## config.mk

```make
export PLATFORM = sky130hd
export DESIGN_NAME = low_power_mode_control
export DESIGN_NICKNAME = d
export VERILOG_FILES = /design/src/lpm_pkg.sv /design/src/lpm_axil_slave.sv /design/src/low_power_mode_control.sv
export SDC_FILE = /design/constraint.sdc
export NUM_CORES = 1
export LEC_CHECK = 0
export BUFFER_PORTS_ARGS = -buffer_cell sky130_fd_sc_hd__buf_2
export CAP_MARGIN = 20
export CORE_AREA = 3 3 91 93
export DETAILED_ROUTE_END_ITERATION = 6
export DIE_AREA = 0 0 94 96
export PLACE_DENSITY = 0.69
export SYNTH_ARGS = -nofsm -noshare
export SYNTH_HDL_FRONTEND = slang
export SYNTH_SLANG_ARGS = --single-unit
```

## constraint.sdc

```tcl
create_clock -name core_clk -period 2.7 [get_ports core_clk]
set_input_delay 0 -clock core_clk [delete_from_list [all_inputs] [get_ports core_clk]]
set_output_delay 0 -clock core_clk [all_outputs]
set_load 0.01 [all_outputs]
```

## src/lpm_pkg.sv

```systemverilog
package lpm_pkg;

  // ****************************************
  // register map
  // ****************************************
  localparam int ADDR_W = 8;
  localparam logic [ADDR_W-1:0] CTRL_OFFS = 8'h00;
  localparam logic [ADDR_W-1:0] STAT_OFFS = 8'h04;

  // ****************************************
  // low_power_mode_control fields
  // ****************************************
  localparam int STOP_BIT  = 7;
  localparam int SLEEP_BIT = 6;
  localparam int FLOAT_BIT = 5;
  localparam int SWRST_BIT = 4;
  localparam int TMD_BIT   = 3;
  localparam int HALT_LSB  = 1;
  localparam int HALT_W    = 2;
  localparam logic              FLOAT_RST = 1'b0;
  localparam logic [HALT_W-1:0] HALT_RST  = 2'h0;

  // ****************************************
  // status fields
  // ****************************************
  localparam int ST_MODE_LSB  = 0;
  localparam int ST_KIND_LSB  = 3;
  localparam int ST_CPUCLK    = 5;
  localparam int ST_INTRST    = 6;
  localparam int ST_HIZ       = 7;

  // ****************************************
  // timing
  // ****************************************
  localparam logic [1:0] SW_RESET_CYCLES = 2'h3;
  localparam int         WAKE_CYCLES     = 16;
  localparam int         HALT_CNT_W      = 6;

  localparam logic [1:0] RESP_OKAY   = 2'h0;
  localparam logic [1:0] RESP_DECERR = 2'h3;

  // gray along run -> sleep -> timebase -> watch -> stop -> wake
  typedef enum logic [2:0] {
    MODE_RUN   = 3'h0,
    MODE_SLEEP = 3'h1,
    MODE_TBT   = 3'h3,
    MODE_WATCH = 3'h2,
    MODE_STOP  = 3'h6,
    MODE_WAKE  = 3'h7
  } mode_t;

  typedef enum logic [1:0] {
    KIND_MAIN = 2'h0,
    KIND_PLL  = 2'h1,
    KIND_SUB  = 2'h2
  } sleep_kind_t;

  typedef struct packed {
    logic              valid;
    logic [ADDR_W-1:0] addr;
    logic [31:0]       data;
    logic [3:0]        strb;
  } reg_write_t;

  // suppressed cpu cycles per access, zero gives the fewest
  function automatic logic [HALT_CNT_W-1:0] haltCycles(
    input logic [HALT_W-1:0] sel
  );
    case (sel)
      2'h0:    haltCycles = 6'h00;
      2'h1:    haltCycles = 6'h08;
      2'h2:    haltCycles = 6'h10;
      default: haltCycles = 6'h20;
    endcase
  endfunction

  function automatic logic regMapped(input logic [ADDR_W-1:0] a);
    regMapped = (a == CTRL_OFFS) || (a == STAT_OFFS);
  endfunction

endpackage

```

## src/lpm_axil_slave.sv

```systemverilog
`timescale 1ns/10ps
module lpm_axil_slave (
  input  wire logic                      core_clk,  // clock
  input  wire logic                      reset,     // async, high
  input  wire logic [lpm_pkg::ADDR_W-1:0] awaddr,   // write address
  input  wire logic                      awvalid,   // aw valid
  output logic                           awready,   // aw ready
  input  wire logic [31:0]               wdata,     // write data
  input  wire logic [3:0]                wstrb,     // byte enables
  input  wire logic                      wvalid,    // w valid
  output logic                           wready,    // w ready
  output logic [1:0]                     bresp,     // write response
  output logic                           bvalid,    // b valid
  input  wire logic                      bready,    // b ready
  input  wire logic [lpm_pkg::ADDR_W-1:0] araddr,   // read address
  input  wire logic                      arvalid,   // ar valid
  output logic                           arready,   // ar ready
  output logic [31:0]                    rdata,     // read data
  output logic [1:0]                     rresp,     // read response
  output logic                           rvalid,    // r valid
  input  wire logic                      rready,    // r ready
  output lpm_pkg::reg_write_t            regWr,     // register write
  output logic [lpm_pkg::ADDR_W-1:0]     rdAddr,    // read lookup addr
  input  wire logic [31:0]               rdWord     // read lookup data
);

  logic                       awHeld_q, awHeld_d;
  logic                       wHeld_q,  wHeld_d;
  logic [lpm_pkg::ADDR_W-1:0] awAddr_q, awAddr_d;
  logic [31:0]                wData_q,  wData_d;
  logic [3:0]                 wStrb_q,  wStrb_d;
  logic                       bValid_q, bValid_d;
  logic [1:0]                 bResp_q,  bResp_d;
  logic                       rValid_q, rValid_d;
  logic [1:0]                 rResp_q,  rResp_d;
  logic [31:0]                rData_q,  rData_d;
  logic                       doWrite;

  assign awready = !awHeld_q;
  assign wready  = !wHeld_q;
  assign arready = !rValid_q;
  assign bvalid  = bValid_q;
  assign bresp   = bResp_q;
  assign rvalid  = rValid_q;
  assign rresp   = rResp_q;
  assign rdata   = rData_q;
  assign rdAddr  = araddr;
  // a write commits only once the previous response has gone
  assign doWrite = awHeld_q && wHeld_q && !bValid_q;
  assign regWr   = '{valid: doWrite && lpm_pkg::regMapped(awAddr_q),
                     addr: awAddr_q, data: wData_q, strb: wStrb_q};

  always_comb begin
    awHeld_d = awHeld_q;
    wHeld_d  = wHeld_q;
    awAddr_d = awAddr_q;
    wData_d  = wData_q;
    wStrb_d  = wStrb_q;
    bValid_d = bValid_q;
    bResp_d  = bResp_q;
    rValid_d = rValid_q;
    rResp_d  = rResp_q;
    rData_d  = rData_q;
    if (awvalid && !awHeld_q) begin
      awHeld_d = 1'b1;
      awAddr_d = awaddr;
    end
    if (wvalid && !wHeld_q) begin
      wHeld_d = 1'b1;
      wData_d = wdata;
      wStrb_d = wstrb;
    end
    if (bValid_q && bready) begin
      bValid_d = 1'b0;
    end
    if (doWrite) begin
      awHeld_d = 1'b0;
      wHeld_d  = 1'b0;
      bValid_d = 1'b1;
      bResp_d  = lpm_pkg::regMapped(awAddr_q) ? lpm_pkg::RESP_OKAY
                                              : lpm_pkg::RESP_DECERR;
    end
    if (rValid_q && rready) begin
      rValid_d = 1'b0;
    end
    if (arvalid && !rValid_q) begin
      rValid_d = 1'b1;
      rData_d  = rdWord;
      rResp_d  = lpm_pkg::regMapped(araddr) ? lpm_pkg::RESP_OKAY
                                            : lpm_pkg::RESP_DECERR;
    end
  end

  always_ff @(posedge core_clk or posedge reset) begin
    if (reset) begin
      awHeld_q <= 1'b0;
      wHeld_q  <= 1'b0;
      awAddr_q <= '0;
      wData_q  <= '0;
      wStrb_q  <= '0;
      bValid_q <= 1'b0;
      bResp_q  <= lpm_pkg::RESP_OKAY;
      rValid_q <= 1'b0;
      rResp_q  <= lpm_pkg::RESP_OKAY;
      rData_q  <= '0;
    end else begin
      awHeld_q <= awHeld_d;
      wHeld_q  <= wHeld_d;
      awAddr_q <= awAddr_d;
      wData_q  <= wData_d;
      wStrb_q  <= wStrb_d;
      bValid_q <= bValid_d;
      bResp_q  <= bResp_d;
      rValid_q <= rValid_d;
      rResp_q  <= rResp_d;
      rData_q  <= rData_d;
    end
  end

endmodule

```

## src/low_power_mode_control.sv

```systemverilog
// Functional notes
// RQ1 - timebase mode: only oscillators, timebase, watch timer, detector run
// RQ2 - stop mode halts main and sub oscillators; state is kept
// RQ3 - stop bit: one enters stop, zero ignored, reads zero
// RQ4 - sleep bit: one enters sleep, zero ignored, reads zero
// RQ5 - stop and sleep written together: stop wins
// RQ6 - pin float bit: hold or high-z in deep modes, resets to zero
// RQ7 - writing zero to reset bit gives three-cycle internal reset; reads one
// RQ8 - timer request zero: timebase mode on main/pll, watch on sub-clock
// RQ9 - halt select picks suppressed cycles; any reset clears it
// RQ10 - software writes zero to reserved bit zero
// RQ11 - intermittent mode withholds cpu clock after each access
// RQ12 - software waits for clock-mode change before a new request
// RQ13 - word writes requesting a mode use the even address
// RQ14 - only the listed direct-write instruction forms request a mode
// RQ15 - request write is followed by the fixed instruction sequence
// RQ16 - sleep kind follows pll and subclock selects; only cpu clock stops; the code also stops the main oscillator in sub-clock sleep
// RQ17 - software disables peripheral outputs before floating shared pins
// RQ18 - wake sources per mode: timebase, watch, stop
// RQ19 - sleep request with a pending interrupt does not enter sleep
// RQ20 - sleep kind selects come from the clock selection register
// RQ21 - halt select maps to monotonically rising cycle counts
// RQ22 - reset wake restarts oscillators, holds cpu until sequence ends
//
// The implementer's own choices: the placing of the registers and register access over AXI4-Lite.
`timescale 1ns/10ps
module low_power_mode_control #(
  parameter int WAKE_CYCLES = lpm_pkg::WAKE_CYCLES  // reset sequence length
) (
  input  wire logic                       core_clk,        // machine clock
  input  wire logic                       reset,           // async, high
  input  wire logic [lpm_pkg::ADDR_W-1:0] awaddr,          // axi write addr
  input  wire logic                       awvalid,         // aw valid
  output logic                            awready,         // aw ready
  input  wire logic [31:0]                wdata,           // axi write data
  input  wire logic [3:0]                 wstrb,           // byte enables
  input  wire logic                       wvalid,          // w valid
  output logic                            wready,          // w ready
  output logic [1:0]                      bresp,           // write response
  output logic                            bvalid,          // b valid
  input  wire logic                       bready,          // b ready
  input  wire logic [lpm_pkg::ADDR_W-1:0] araddr,          // axi read addr
  input  wire logic                       arvalid,         // ar valid
  output logic                            arready,         // ar ready
  output logic [31:0]                     rdata,           // read data
  output logic [1:0]                      rresp,           // read response
  output logic                            rvalid,          // r valid
  input  wire logic                       rready,          // r ready
  input  wire logic                       pllClockSelect,  // clock sel reg
  input  wire logic                       subclockSelect,  // clock sel reg
  input  wire logic                       irqPending,      // any irq request
  input  wire logic                       extIrq,          // external irq
  input  wire logic                       watchTimerIrq,   // watch timer irq
  input  wire logic                       timebaseIrq,     // timebase irq
  input  wire logic                       extResetReq,     // external reset
  input  wire logic                       cpuAccess,       // access done pulse
  output logic                            cpuClkEn,        // cpu clock gate
  output logic                            periphClkEn,     // peripheral gate
  output logic                            mainOscRun,      // oscillation clk
  output logic                            subOscRun,       // sub-clock
  output logic                            timebaseRun,     // timebase timer
  output logic                            watchRun,        // watch timer
  output logic                            pinHiZ,          // float the pins
  output logic                            pinHold,         // latch pin levels
  output logic                            internalReset    // soft reset pulse
);

  // ****************************************
  // state
  // ****************************************
  localparam int WAKE_W = $clog2(WAKE_CYCLES + 1);
  localparam logic [WAKE_W-1:0] WAKE_LOAD = WAKE_W'(WAKE_CYCLES - 1);

  lpm_pkg::mode_t                   mode_q,     mode_d;
  logic                             pinFloat_q, pinFloat_d;
  logic [lpm_pkg::HALT_W-1:0]       haltSel_q,  haltSel_d;
  logic [lpm_pkg::HALT_CNT_W-1:0]   haltCnt_q,  haltCnt_d;
  logic [1:0]                       swRst_q,    swRst_d;
  logic [WAKE_W-1:0]                wakeCnt_q,  wakeCnt_d;
  lpm_pkg::reg_write_t              regWr;
  logic [lpm_pkg::ADDR_W-1:0]       rdAddr;
  logic [31:0]                      rdWord;
  logic                             ctrlWr;
  logic [7:0]                       wByte;
  logic                             deepMode;
  lpm_pkg::sleep_kind_t             sleepKind;

  // ****************************************
  // bus slave
  // ****************************************
  lpm_axil_slave u_slave (
    .core_clk (core_clk),
    .reset    (reset),
    .awaddr   (awaddr),
    .awvalid  (awvalid),
    .awready  (awready),
    .wdata    (wdata),
    .wstrb    (wstrb),
    .wvalid   (wvalid),
    .wready   (wready),
    .bresp    (bresp),
    .bvalid   (bvalid),
    .bready   (bready),
    .araddr   (araddr),
    .arvalid  (arvalid),
    .arready  (arready),
    .rdata    (rdata),
    .rresp    (rresp),
    .rvalid   (rvalid),
    .rready   (rready),
    .regWr    (regWr),
    .rdAddr   (rdAddr),
    .rdWord   (rdWord)
  );

  assign wByte  = regWr.data[7:0];
  // the control byte lives in lane 0 only
  assign ctrlWr = regWr.valid && regWr.addr == lpm_pkg::CTRL_OFFS &&
                  regWr.strb[0];

  // ****************************************
  // sleep flavour
  // ****************************************
  always_comb begin
    if (!subclockSelect) begin
      sleepKind = lpm_pkg::KIND_SUB;                        // [RQ16] [RQ20]
    end else if (pllClockSelect) begin
      sleepKind = lpm_pkg::KIND_MAIN;                       // [RQ16] [RQ20]
    end else begin
      sleepKind = lpm_pkg::KIND_PLL;                        // [RQ16] [RQ20]
    end
  end

  // ****************************************
  // read data
  // ****************************************
  always_comb begin
    rdWord = 32'h0;
    if (rdAddr == lpm_pkg::CTRL_OFFS) begin
      // request bits read 0, reset and timer bits read 1
      rdWord[lpm_pkg::SWRST_BIT] = 1'b1;                    // [RQ7]
      rdWord[lpm_pkg::TMD_BIT]   = 1'b1;                    // [RQ8]
      rdWord[lpm_pkg::FLOAT_BIT] = pinFloat_q;
      rdWord[lpm_pkg::HALT_LSB +: lpm_pkg::HALT_W] = haltSel_q;
    end else if (rdAddr == lpm_pkg::STAT_OFFS) begin
      rdWord[lpm_pkg::ST_MODE_LSB +: 3] = mode_q;
      rdWord[lpm_pkg::ST_KIND_LSB +: 2] = sleepKind;
      rdWord[lpm_pkg::ST_CPUCLK]        = cpuClkEn;
      rdWord[lpm_pkg::ST_INTRST]        = internalReset;
      rdWord[lpm_pkg::ST_HIZ]           = pinHiZ;
    end
  end

  // ****************************************
  // mode sequencer
  // ****************************************
  always_comb begin
    mode_d     = mode_q;
    pinFloat_d = pinFloat_q;
    haltSel_d  = haltSel_q;
    haltCnt_d  = haltCnt_q;
    swRst_d    = swRst_q;
    wakeCnt_d  = wakeCnt_q;
    if (swRst_q != 2'h0) begin
      swRst_d = swRst_q - 2'h1;
    end
    if (haltCnt_q != '0) begin
      haltCnt_d = haltCnt_q - 1'b1;                         // [RQ11]
    end
    case (mode_q)
      lpm_pkg::MODE_RUN: begin
        if (ctrlWr) begin
          pinFloat_d = wByte[lpm_pkg::FLOAT_BIT];           // [RQ6]
          haltSel_d  = wByte[lpm_pkg::HALT_LSB +: lpm_pkg::HALT_W]; // [RQ9]
          if (!wByte[lpm_pkg::SWRST_BIT]) begin
            swRst_d = lpm_pkg::SW_RESET_CYCLES;             // [RQ7]
          end
          if (wByte[lpm_pkg::STOP_BIT]) begin
            mode_d = lpm_pkg::MODE_STOP;                    // [RQ3] [RQ5]
          end else if (!wByte[lpm_pkg::TMD_BIT]) begin
            if (!irqPending) begin
              mode_d = subclockSelect ? lpm_pkg::MODE_TBT
                                      : lpm_pkg::MODE_WATCH; // [RQ8]
            end
          end else if (wByte[lpm_pkg::SLEEP_BIT] && !irqPending) begin
            mode_d = lpm_pkg::MODE_SLEEP;                   // [RQ4] [RQ19]
          end
        end else if (cpuAccess && haltCnt_q == '0) begin
          haltCnt_d = lpm_pkg::haltCycles(haltSel_q);       // [RQ11] [RQ21]
        end
      end
      lpm_pkg::MODE_SLEEP: begin
        if (irqPending) begin
          mode_d = lpm_pkg::MODE_RUN;
        end
      end
      lpm_pkg::MODE_TBT: begin
        if (watchTimerIrq || timebaseIrq || extIrq) begin
          mode_d = lpm_pkg::MODE_RUN;                       // [RQ18]
        end
      end
      lpm_pkg::MODE_WATCH: begin
        if (watchTimerIrq || extIrq) begin
          mode_d = lpm_pkg::MODE_RUN;                       // [RQ18]
        end
      end
      lpm_pkg::MODE_STOP: begin
        if (extIrq) begin
          mode_d = lpm_pkg::MODE_RUN;                       // [RQ18]
        end
      end
      lpm_pkg::MODE_WAKE: begin
        if (wakeCnt_q == '0) begin
          mode_d = lpm_pkg::MODE_RUN;                       // [RQ22]
        end else begin
          wakeCnt_d = wakeCnt_q - 1'b1;
        end
      end
      default: begin
        mode_d = lpm_pkg::MODE_RUN;
      end
    endcase
    // the soft reset is a reset too: control fields go back
    if (swRst_q != 2'h0) begin
      pinFloat_d = lpm_pkg::FLOAT_RST;                      // [RQ6]
      haltSel_d  = lpm_pkg::HALT_RST;                       // [RQ9]
      haltCnt_d  = '0;
    end
    if (extResetReq) begin
      mode_d     = lpm_pkg::MODE_WAKE;                      // [RQ22]
      wakeCnt_d  = WAKE_LOAD;
      pinFloat_d = lpm_pkg::FLOAT_RST;                      // [RQ6]
      haltSel_d  = lpm_pkg::HALT_RST;                       // [RQ9]
      haltCnt_d  = '0;
      swRst_d    = 2'h0;
    end
  end

  always_ff @(posedge core_clk or posedge reset) begin
    if (reset) begin
      mode_q     <= lpm_pkg::MODE_RUN;
      pinFloat_q <= lpm_pkg::FLOAT_RST;
      haltSel_q  <= lpm_pkg::HALT_RST;
      haltCnt_q  <= '0;
      swRst_q    <= 2'h0;
      wakeCnt_q  <= '0;
    end else begin
      mode_q     <= mode_d;
      pinFloat_q <= pinFloat_d;
      haltSel_q  <= haltSel_d;
      haltCnt_q  <= haltCnt_d;
      swRst_q    <= swRst_d;
      wakeCnt_q  <= wakeCnt_d;
    end
  end

  // ****************************************
  // clock and pin control
  // ****************************************
  assign deepMode = mode_q == lpm_pkg::MODE_TBT ||
                    mode_q == lpm_pkg::MODE_WATCH ||
                    mode_q == lpm_pkg::MODE_STOP;
  assign internalReset = swRst_q != 2'h0;                   // [RQ7]
  // the cpu sees no edge while halted, reset or in any standby
  assign cpuClkEn    = mode_q == lpm_pkg::MODE_RUN &&
                       haltCnt_q == '0 && !internalReset;   // [RQ11] [RQ16]
  // peripherals keep full speed in run, intermittent and sleep
  assign periphClkEn = mode_q == lpm_pkg::MODE_RUN ||
                       mode_q == lpm_pkg::MODE_SLEEP ||
                       mode_q == lpm_pkg::MODE_WAKE;        // [RQ1] [RQ11]
  // oscillators restart as soon as the reset sequence begins
  assign mainOscRun  = mode_q != lpm_pkg::MODE_STOP &&
                       mode_q != lpm_pkg::MODE_WATCH &&
                       !(mode_q == lpm_pkg::MODE_SLEEP &&
                         sleepKind == lpm_pkg::KIND_SUB);   // [RQ2] [RQ22]
  assign subOscRun   = mode_q != lpm_pkg::MODE_STOP;        // [RQ2]
  assign timebaseRun = mainOscRun;                          // [RQ1]
  assign watchRun    = subOscRun;                           // [RQ1]
  assign pinHiZ      = deepMode && pinFloat_q;              // [RQ6]
  assign pinHold     = deepMode && !pinFloat_q;             // [RQ6]

endmodule

```

==> tab_implementation.tex, run 1 <==
\begin{tabular}{lr}
\hline
Metric & Value \\
\hline
\multicolumn{2}{l}{\textbf{STA}} \\
Summed negative setup slack over all endpoints & 0 ns \\
Peak Freq & 538.2 MHz \\
Worst-Margin Slew & 0.6825 ns \\
Worst hold-check slack & 0.05503 ns \\
Hold Violations, Final & 0 \\
Minimum clock period after layout & 1.858 ns \\
Relative slew slack & 0.5440 \\
Unrepaired setup endpoints after global routing & false \\
Total count of max-transition violations in the final report & 0 \\
Final-report setup violation count & 0 \\
Period utilization & 0.6882 \\
Clock skew after layout & 0.008155 ns \\
\multicolumn{2}{l}{\textbf{Setup path}} \\
Maximum cell stage delay along the critical path & 0.39 ns \\
Critical R2R Capture & mode\_q[2]\$\_DFFE\_PP0P\_ \\
R2R setup slack & 0.84 ns \\
Type of the worst setup path & flop to flop \\
Required time of the critical path & 2.90 ns \\
Startpoint of the most critical register-to-register path & wakeCnt\_q[0]\$\_DFFE\_PP0P\_ \\
Critical-path maximum fanout & 4 \\
Worst setup EP type & flop \\
Kind of launch point of the worst setup path & flop \\
Arrival time at the worst endpoint & 2.06 ns \\
CP max stage cell & sky130\_fd\_sc\_hd\_\_dfrtp\_1 \\
Chain of cells forming the critical path & inv\_1, ha\_1, nor4b\_4, o32ai\_1, or3\_4, a211o\_1 \\
Critical path's top delay family & simple AND/OR/NAND/NOR gates \\
Path depth of the worst reg2reg path & 6 \\
Combined buffer and inverter count along the critical path & 1 \\
\multicolumn{2}{l}{\textbf{Power and ir drop}} \\
Pint & 0.001597 W \\
Lkg Pwr & 1.536 nW \\
Proportion of total power due to net switching & 0.3358 \\
Pwr/cell area & 735.9 mW/mm² \\
Switching power total & 0.0008075 W \\
Largest voltage drop on the vdd net & 0.5029 mV \\
Clock share of power & 0.184 \\
Sequential power share & 0.466 \\
Comb pwr share & 0.350 \\
\multicolumn{2}{l}{\textbf{Yosys}} \\
Instance count of the mapped netlist & 256 \\
Yosys cell types & 49 \\
Synth Cell Area & 0.002639 mm² \\
Area share of the largest cell type after synthesis & 0.4647 \\
Mean Syn Cell Area & 10.31 µm² \\
Leading cell types by total area after synthesis & sky130\_fd\_sc\_hd\_\_dfrtp\_1, sky130\_fd\_sc\_hd\_\_buf\_4, sky130\_fd\_sc\_hd\_\_mux2\_2 \\
Warning count from the yosys run & 0 \\
Sequential element share of the synthesized area & 0.4647 \\
Synth area leader & sky130\_fd\_sc\_hd\_\_dfrtp\_1 \\
Count of state elements after synthesis & 49 \\
\multicolumn{2}{l}{\textbf{Global route}} \\
All-layer global routing usage & 0.1279 \\
Via count of the first global-routing pass & 2047 \\
Number of antenna violations at the first check in global routing & 0 \\
Overall overflow remaining after global route & 0 \\
Largest net degree at the start of global routing & 50 \\
First-pass GRT wire length & 9101 µm \\
\multicolumn{2}{l}{\textbf{Placed design}} \\
HPWL after DPL & 4078 µm \\
Port bufs & 64 \\
GP Congestion & 0.7588 \\
\multicolumn{2}{l}{\textbf{Route}} \\
WL final & 5616 µm \\
DR pass1 iterations & 4 \\
Via count & 2050 \\
Number of design rule violations left after detail routing & 0 \\
Mean number of vias per cell & 4.659 \\
Antenna Violating Nets Remaining & 0 \\
Count of routing violations after the opening detailed-route iteration & 96 \\
Wire per inst & 12.76 µm \\
\multicolumn{2}{l}{\textbf{Final layout}} \\
Most common library cell in the layout ignoring fill and taps & sky130\_fd\_sc\_hd\_\_buf\_2 \\
Final-stage net count & 409 \\
\# diodes & 0 \\
Most used cells in the layout excluding fill and tap cells & sky130\_fd\_sc\_hd\_\_buf\_2, sky130\_fd\_sc\_hd\_\_dfrtp\_1, sky130\_fd\_sc\_hd\_\_conb\_1, sky130\_fd\_sc\_hd\_\_dlygate4sd3\_1, sky130\_fd\_sc\_hd\_\_nand2\_1 \\
Area growth, synth to finish & 23.85\% \\
Share of post-route cells with drive strength above 1 & 0.2988 \\
\multicolumn{2}{l}{\textbf{Hold path}} \\
Worst-case hold path end point & u\_slave.rdata[3]\$\_DFFE\_PP0P\_ \\
Startpoint of the tightest hold check path & pllClockSelect \\
HP Class & input port to flop \\
Cell depth of the worst hold path & 3 \\
\multicolumn{2}{l}{\textbf{Clock network}} \\
Maximum count of clock buffers along a single path & 2 \\
Gates resized, CTS repair & 0 \\
H-Tree Depth & 2 \\
CTS Buf Count & 5 \\
Post-CTS clock slew at the launch and capture registers of the worst setup and hold paths & 0.09 ns \\
Clock sink count & 49 \\
CTS tree & built \\
CTS root buf & sky130\_fd\_sc\_hd\_\_clkbuf\_8 \\
Later-pin clock latency in the skew report & 0.30 ns \\
Number of setup buffers added after CTS & 0 \\
\multicolumn{2}{l}{\textbf{Floorplan}} \\
Placeable Area & 0.007607 mm² \\
Floorplan die height & 96 µm \\
Die area & 0.009024 mm² \\
Horizontal die dimension & 94 µm \\
Rows & 32 \\
Initial core utilization & 0.3469 \\
Number of ports placed on the die boundary & 117 \\
\multicolumn{2}{l}{\textbf{Flow run}} \\
Max-Cap Viols & 0 \\
\multicolumn{2}{l}{\textbf{Run status}} \\
Result of the run & finished, final reports clean \\
\hline
\end{tabular}
==> power groups by stage <==
stage	clock network [W]	registers, W	logic [W]
after CTS	0.000459	0.00112	0.000849
final	0.000442	0.00112	0.000843
after global routing	0.000487	0.00116	0.000938
after floorplan	0	0.00107	0.000697
after global placement	0	0.00112	0.000793
after detailed placement	0	0.00113	0.000819
==> worst max path at each step <==
| stage | start | to | slack [ns] | depth (start not counted) |
|---|---|---|---|---|
| final | wakeCnt_q[0]$_DFFE_PP0P_ | mode_q[2]$_DFFE_PP0P_ | 0.84 | 6 |
| after global routing | u_slave.awAddr_q[5]$_DFFE_PP0P_ | mode_q[0]$_DFFE_PP0P_ | 0.67 | 4 |
| after CTS | wakeCnt_q[0]$_DFFE_PP0P_ | mode_q[2]$_DFFE_PP0P_ | 0.84 | 6 |
| after detailed placement | wakeCnt_q[0]$_DFFE_PP0P_ | mode_q[2]$_DFFE_PP0P_ | 0.85 | 6 |
| after global placement | wakeCnt_q[0]$_DFFE_PP0P_ | mode_q[2]$_DFFE_PP0P_ | 0.88 | 6 |
| after floorplan | wakeCnt_q[0]$_DFFE_PP0P_ | mode_q[2]$_DFFE_PP0P_ | 0.99 | 6 |
==> state kept, by name, summed over array words and instances, names as in the netlist, 2 cells and up <==
register	flops
haltCnt_q	6
swRst_q	2
u_slave.awAddr_q	8
mode_q	3
wakeCnt_q	5
u_slave.wData_q	7
u_slave.rdata	8
haltSel_q	2
==> metal layers <==
metal	up-vias	global-route usage	wire [µm]	share of wire
met5	-	0	0	0
met2	80	0.2289	2650	0.47
met4	0	0.03971	68	0.012
met3	6	0.02815	381	0.068
li1	996	-	-	-
met1	968	0.1533	2516	0.45
==> synthesized netlist by cell type (all sizes together) <==
library cell   n
nand3          6
nand2         17
a21oi         10
a31o           1
mux2i          3
o21ai         10
ha             4
a211o          1
xor2           1
o21a           4
or3b           1
nor4bb         1
or3            6
a22o           1
nor2b          7
and4b          1
nand3b         3
or4b           1
inv           14
nand2b         5
nor2          11
nor3           7
o41ai          1
nor3b          2
o31ai          1
a21o           1
a32o           4
nand4          1
nand4b         1
clkbuf         4
or4            1
o31a           1
o211ai         5
o32ai          1
and3           5
xnor2          5
mux2          16
nor4b          3
nor4           2
conb           1
or2            3
dfrtp         49
buf           34
==> timing repair <==
item / CTS / global route
endpoints found under the setup margin: 0 / 0
endpoints found under the hold margin: 74 / 0
hold buffers: 23 / 0
==> final cells by class <==
class	count	area, µm²
repair buffers	90	585.6
well taps	102	127.6
fillers	739	4339
clock buffers	6	82.58
clock inverters	1	7.507
inverters	14	52.55
flip-flops and latches	49	1226
multi-input cells	178	1186
==> worst reg2reg max path: cells and delay by family, from the launching register on <==
kind,cells,cell delay [ns]
adder cells (fa/ha/maj),1,0.16
buffers and inverters,1,0.11
AO/OA/AOI/OAI,2,0.46
flip-flops,1,0.39
AND/OR/NAND/NOR,2,0.63
==> logic make-up after synthesis <==
family                     after synthesis  synth area share
DFF                                     49            0.4647
other                                    1          0.001421
muxes                                   19           0.07966
xor gates and xnor gates                 6           0.01991
and+or+nand+nor                         84            0.1925
AOI/OAI and AO/OA                       41            0.1043
buffers and inverters                   52            0.1185
adders and majority gates                4           0.01897
==> per-stage QoR <==
| stage | setup WS, ns | instance area, µm² | utilization | power, W | std cells |
|---|---|---|---|---|---|
| after floorplan | 0.9941 | 2725 | - | 0.001767 | 279 |
| after global placement | 0.8834 | 2928 | 0.3849 | 0.001915 | 409 |
| after detailed placement | 0.8513 | 2928 | 0.3849 | 0.001953 | 409 |
| after CTS | 0.8367 | 3248 | 0.4270 | 0.002426 | 439 |
| after global routing | 0.6719 | 3268 | 0.4296 | 0.002581 | 440 |
| final | 0.8420 | 3268 | 0.4296 | 0.002405 | 440 |
Note: power is estimated with default switching activity, not from simulation.
==> run 2, diff against run 1 <==
Settings changed: PLACE_DENSITY 0.69 to 0.72.
Clock period 2.7 ns to 1.6 ns, I/O delays scaled along.
==> run 2 against run 1 <==
Effect of this change:
- combinational power increased by 140%
- wire length grew 9.9%
- hold slack gained 0.024 ns
- non-clock buffer count grew 41
- sequential power up 67%
- cell count up 9.5%
- die area unchanged
- cell area rose by 12%
- the run now ends with setup timing left
- via count up 10%
- total power up 92%
==> tab_implementation.tex, run 2 (synthesized netlist as in run 1, its figures left out) <==
\begin{tabular}{lr}
\hline
Metric & Value \\
\hline
\multicolumn{2}{l}{\textbf{Global route}} \\
Largest net degree at the start of global routing & 50 (unchanged) \\
Overall overflow remaining after global route & 0 (unchanged) \\
All-layer global routing usage & 0.1347 (was 0.1279) \\
First-pass GRT wire length & 9694 µm (was 9101 µm) \\
Number of antenna violations at the first check in global routing & 0 (unchanged) \\
Via count of the first global-routing pass & 2175 (was 2047) \\
\multicolumn{2}{l}{\textbf{STA}} \\
Slack of the critical path & -0.1422 ns (was 0.8420 ns) \\
Worst hold-check slack & 0.07868 ns (was 0.05503 ns) \\
Total count of max-transition violations in the final report & 0 (unchanged) \\
Hold Violations, Final & 0 (unchanged) \\
Final-report setup violation count & 4 (was 0) \\
Summed negative setup slack over all endpoints & -0.3385 ns (was 0 ns) \\
Clock skew after layout & 0.005131 ns (was 0.008155 ns) \\
Minimum clock period after layout & 1.742 ns (was 1.858 ns) \\
Period utilization & 1.089 (was 0.6882) \\
Unrepaired setup endpoints after global routing & true (was false) \\
Peak Freq & 574.0 MHz (was 538.2 MHz) \\
\multicolumn{2}{l}{\textbf{Final layout}} \\
Area growth, synth to finish & 39.12\% (was 23.85\%) \\
Share of post-route cells with drive strength above 1 & 0.4184 (was 0.2988) \\
Most common library cell in the layout ignoring fill and taps & sky130\_fd\_sc\_hd\_\_buf\_2 (unchanged) \\
Number of inserted filler cells in the final layout & 713 (was 739) \\
Final-stage net count & 450 (was 409) \\
Most used cells in the layout excluding fill and tap cells & sky130\_fd\_sc\_hd\_\_buf\_2, sky130\_fd\_sc\_hd\_\_dfrtp\_1, sky130\_fd\_sc\_hd\_\_buf\_4, sky130\_fd\_sc\_hd\_\_conb\_1, sky130\_fd\_sc\_hd\_\_dlygate4sd3\_1 (was sky130\_fd\_sc\_hd\_\_buf\_2, sky130\_fd\_sc\_hd\_\_dfrtp\_1, sky130\_fd\_sc\_hd\_\_conb\_1, sky130\_fd\_sc\_hd\_\_dlygate4sd3\_1, sky130\_fd\_sc\_hd\_\_nand2\_1) \\
Total area of multi-input combinational cells & 0.001270 mm² (was 0.001186 mm²) \\
\# diodes & 0 (unchanged) \\
Area used by sequential logic in the layout & 0.001230 mm² (was 0.001226 mm²) \\
\multicolumn{2}{l}{\textbf{Clock network}} \\
Maximum count of clock buffers along a single path & 2 (unchanged) \\
CTS root buf & sky130\_fd\_sc\_hd\_\_clkbuf\_8 (unchanged) \\
CTS Buf Count & 5 (unchanged) \\
Post-CTS clock slew at the launch and capture registers of the worst setup and hold paths & 0.09 ns (about the same) \\
CTS tree & built (unchanged) \\
H-Tree Depth & 2 (unchanged) \\
Later-pin clock latency in the skew report & 0.30 ns (about the same) \\
Clock sink count & 49 (unchanged) \\
\multicolumn{2}{l}{\textbf{Hold path}} \\
Worst-case hold path end point & u\_slave.rdata[3]\$\_DFFE\_PP0P\_ (unchanged) \\
Startpoint of the tightest hold check path & pllClockSelect (unchanged) \\
Cell depth of the worst hold path & 3 (unchanged) \\
HP Class & input port to flop (unchanged) \\
\multicolumn{2}{l}{\textbf{Floorplan}} \\
Rows & 32 (unchanged) \\
Floorplan die height & 96 µm (unchanged) \\
Placeable Area & 0.007607 mm² (unchanged) \\
Initial core utilization & 0.3469 (unchanged) \\
Die area & 0.009024 mm² (unchanged) \\
Horizontal die dimension & 94 µm (unchanged) \\
Number of ports placed on the die boundary & 117 (unchanged) \\
\multicolumn{2}{l}{\textbf{Setup path}} \\
CP max stage cell & sky130\_fd\_sc\_hd\_\_or4b\_4 (was sky130\_fd\_sc\_hd\_\_dfrtp\_1) \\
R2R setup slack & -0.14 ns (was 0.84 ns) \\
Required time of the critical path & 1.83 ns (was 2.90 ns) \\
Chain of cells forming the critical path & or3\_4, nor3b\_4, buf\_4, or4b\_4, a21oi\_2 (was inv\_1, ha\_1, nor4b\_4, o32ai\_1, or3\_4, a211o\_1) \\
Critical path's top delay family & simple AND/OR/NAND/NOR gates (unchanged) \\
Timing startpoint of the critical path & haltCnt\_q[4]\$\_DFF\_PP0\_ (was wakeCnt\_q[0]\$\_DFFE\_PP0P\_) \\
Critical-path maximum fanout & 2 (was 4) \\
Maximum cell stage delay along the critical path & 0.45 ns (was 0.39 ns) \\
Combined buffer and inverter count along the critical path & 1 (unchanged) \\
Critical R2R Capture & haltCnt\_q[4]\$\_DFF\_PP0\_ (was mode\_q[2]\$\_DFFE\_PP0P\_) \\
Arrival time at the worst endpoint & 1.97 ns (was 2.06 ns) \\
Kind of launch point of the worst setup path & flop (unchanged) \\
Worst setup EP type & flop (unchanged) \\
Type of the worst setup path & flop to flop (unchanged) \\
Path depth of the worst reg2reg path & 5 (was 6) \\
Startpoint of the most critical register-to-register path & haltCnt\_q[4]\$\_DFF\_PP0\_ (was wakeCnt\_q[0]\$\_DFFE\_PP0P\_) \\
\multicolumn{2}{l}{\textbf{Placed design}} \\
Port bufs & 64 (unchanged) \\
HPWL after DPL & 4503 µm (was 4078 µm) \\
GP Congestion & 0.8061 (was 0.7588) \\
\multicolumn{2}{l}{\textbf{Route}} \\
DR pass1 iterations & 4 (unchanged) \\
WL final & 6172 µm (was 5616 µm) \\
Number of design rule violations left after detail routing & 0 (unchanged) \\
Count of routing violations after the opening detailed-route iteration & 53 (was 96) \\
Via count & 2256 (was 2050) \\
Antenna Violating Nets Remaining & 0 (unchanged) \\
Wire per inst & 12.80 µm (was 12.76 µm) \\
Mean number of vias per cell & 4.680 (was 4.659) \\
\multicolumn{2}{l}{\textbf{Run status}} \\
Failing checks & setup timing \\
Result of the run & complete, but fails checks (was finished, final reports clean) \\
\multicolumn{2}{l}{\textbf{Power and ir drop}} \\
Lkg Pwr & 1.735 nW (was 1.536 nW) \\
Largest voltage drop on the vdd net & 0.8256 mV (was 0.5029 mV) \\
Pwr/cell area & 1260 mW/mm² (was 735.9 mW/mm²) \\
\multicolumn{2}{l}{\textbf{Flow run}} \\
Max-Cap Viols & 0 (unchanged) \\
\hline
\end{tabular}
-- run 2: power breakdown --
group	internal (W)	switching (W)	leakage, nW
Clock	0.000310	0.000394	0.0385
Sequential	0.00159	0.000273	0.596
Combinational	0.00120	0.000860	1.10
-- run 2: per-layer routing --
metal | vias up | wire length (µm) | GRT usage
li1 | 1083 | - | -
met1 | 1078 | 2597 | 0.1606
met2 | 84 | 3073 | 0.2395
met3 | 11 | 403 | 0.02971
met4 | 0 | 97 | 0.04693
met5 | - | 0 | 0
-- run 2: worst min-delay path: stages --
cell,delay [ns]
sky130_fd_sc_hd__buf_2,0.08
sky130_fd_sc_hd__o21ai_0,0.06
sky130_fd_sc_hd__a22o_1,0.19
-- run 2: worst max-delay path by stage --
| stage | end | slack, ns | cells past startpoint |
|---|---|---|---|
| 6_report | haltCnt_q[4]$_DFF_PP0_ | -0.14 | 5 |
| 5_1_grt | haltCnt_q[4]$_DFF_PP0_ | -0.22 | 5 |
| 4_1_cts | haltCnt_q[4]$_DFF_PP0_ | -0.14 | 5 |
| 3_5_place_dp | mode_q[2]$_DFFE_PP0P_ | -0.14 | 6 |
| 3_3_place_gp | mode_q[2]$_DFFE_PP0P_ | -0.06 | 6 |
| 2_1_floorplan | mode_q[2]$_DFFE_PP0P_ | -0.07 | 6 |
-- run 2: stage by stage --
stage	cell area [µm²]	total power (W)	utilization	worst slack (ns)	std cells
2_1_floorplan	2733	0.002993	-	-0.07229	279
3_3_place_gp	3166	0.003508	0.4161	-0.06119	438
3_5_place_dp	3166	0.003578	0.4161	-0.1360	438
4_1_cts	3570	0.004498	0.4692	-0.1433	476
5_1_grt	3671	0.004984	0.4826	-0.2208	482
6_report	3671	0.004626	0.4826	-0.1422	482
-- run 2: timing repair --
item | in CTS | in global routing
resized for setup | 10 | 14
setup buffers | 7 | 6
gates cloned | 0 | 0
setup endpoints to repair | 10 | 20
pin swaps | 3 | 9
hold buffers | 23 | 0
endpoints found under the hold margin | 73 | 0
-- run 2: final cells by class --
class                           instances  share of cell area
Tap cell                              102             0.03476
Clock inverter                          1            0.002045
Timing Repair Buffer                  131              0.2471
Clock buffer                            7             0.02079
Inverter                               14             0.01431
Sequential cell                        49              0.3350
Multi-Input combinational cell        178              0.3459
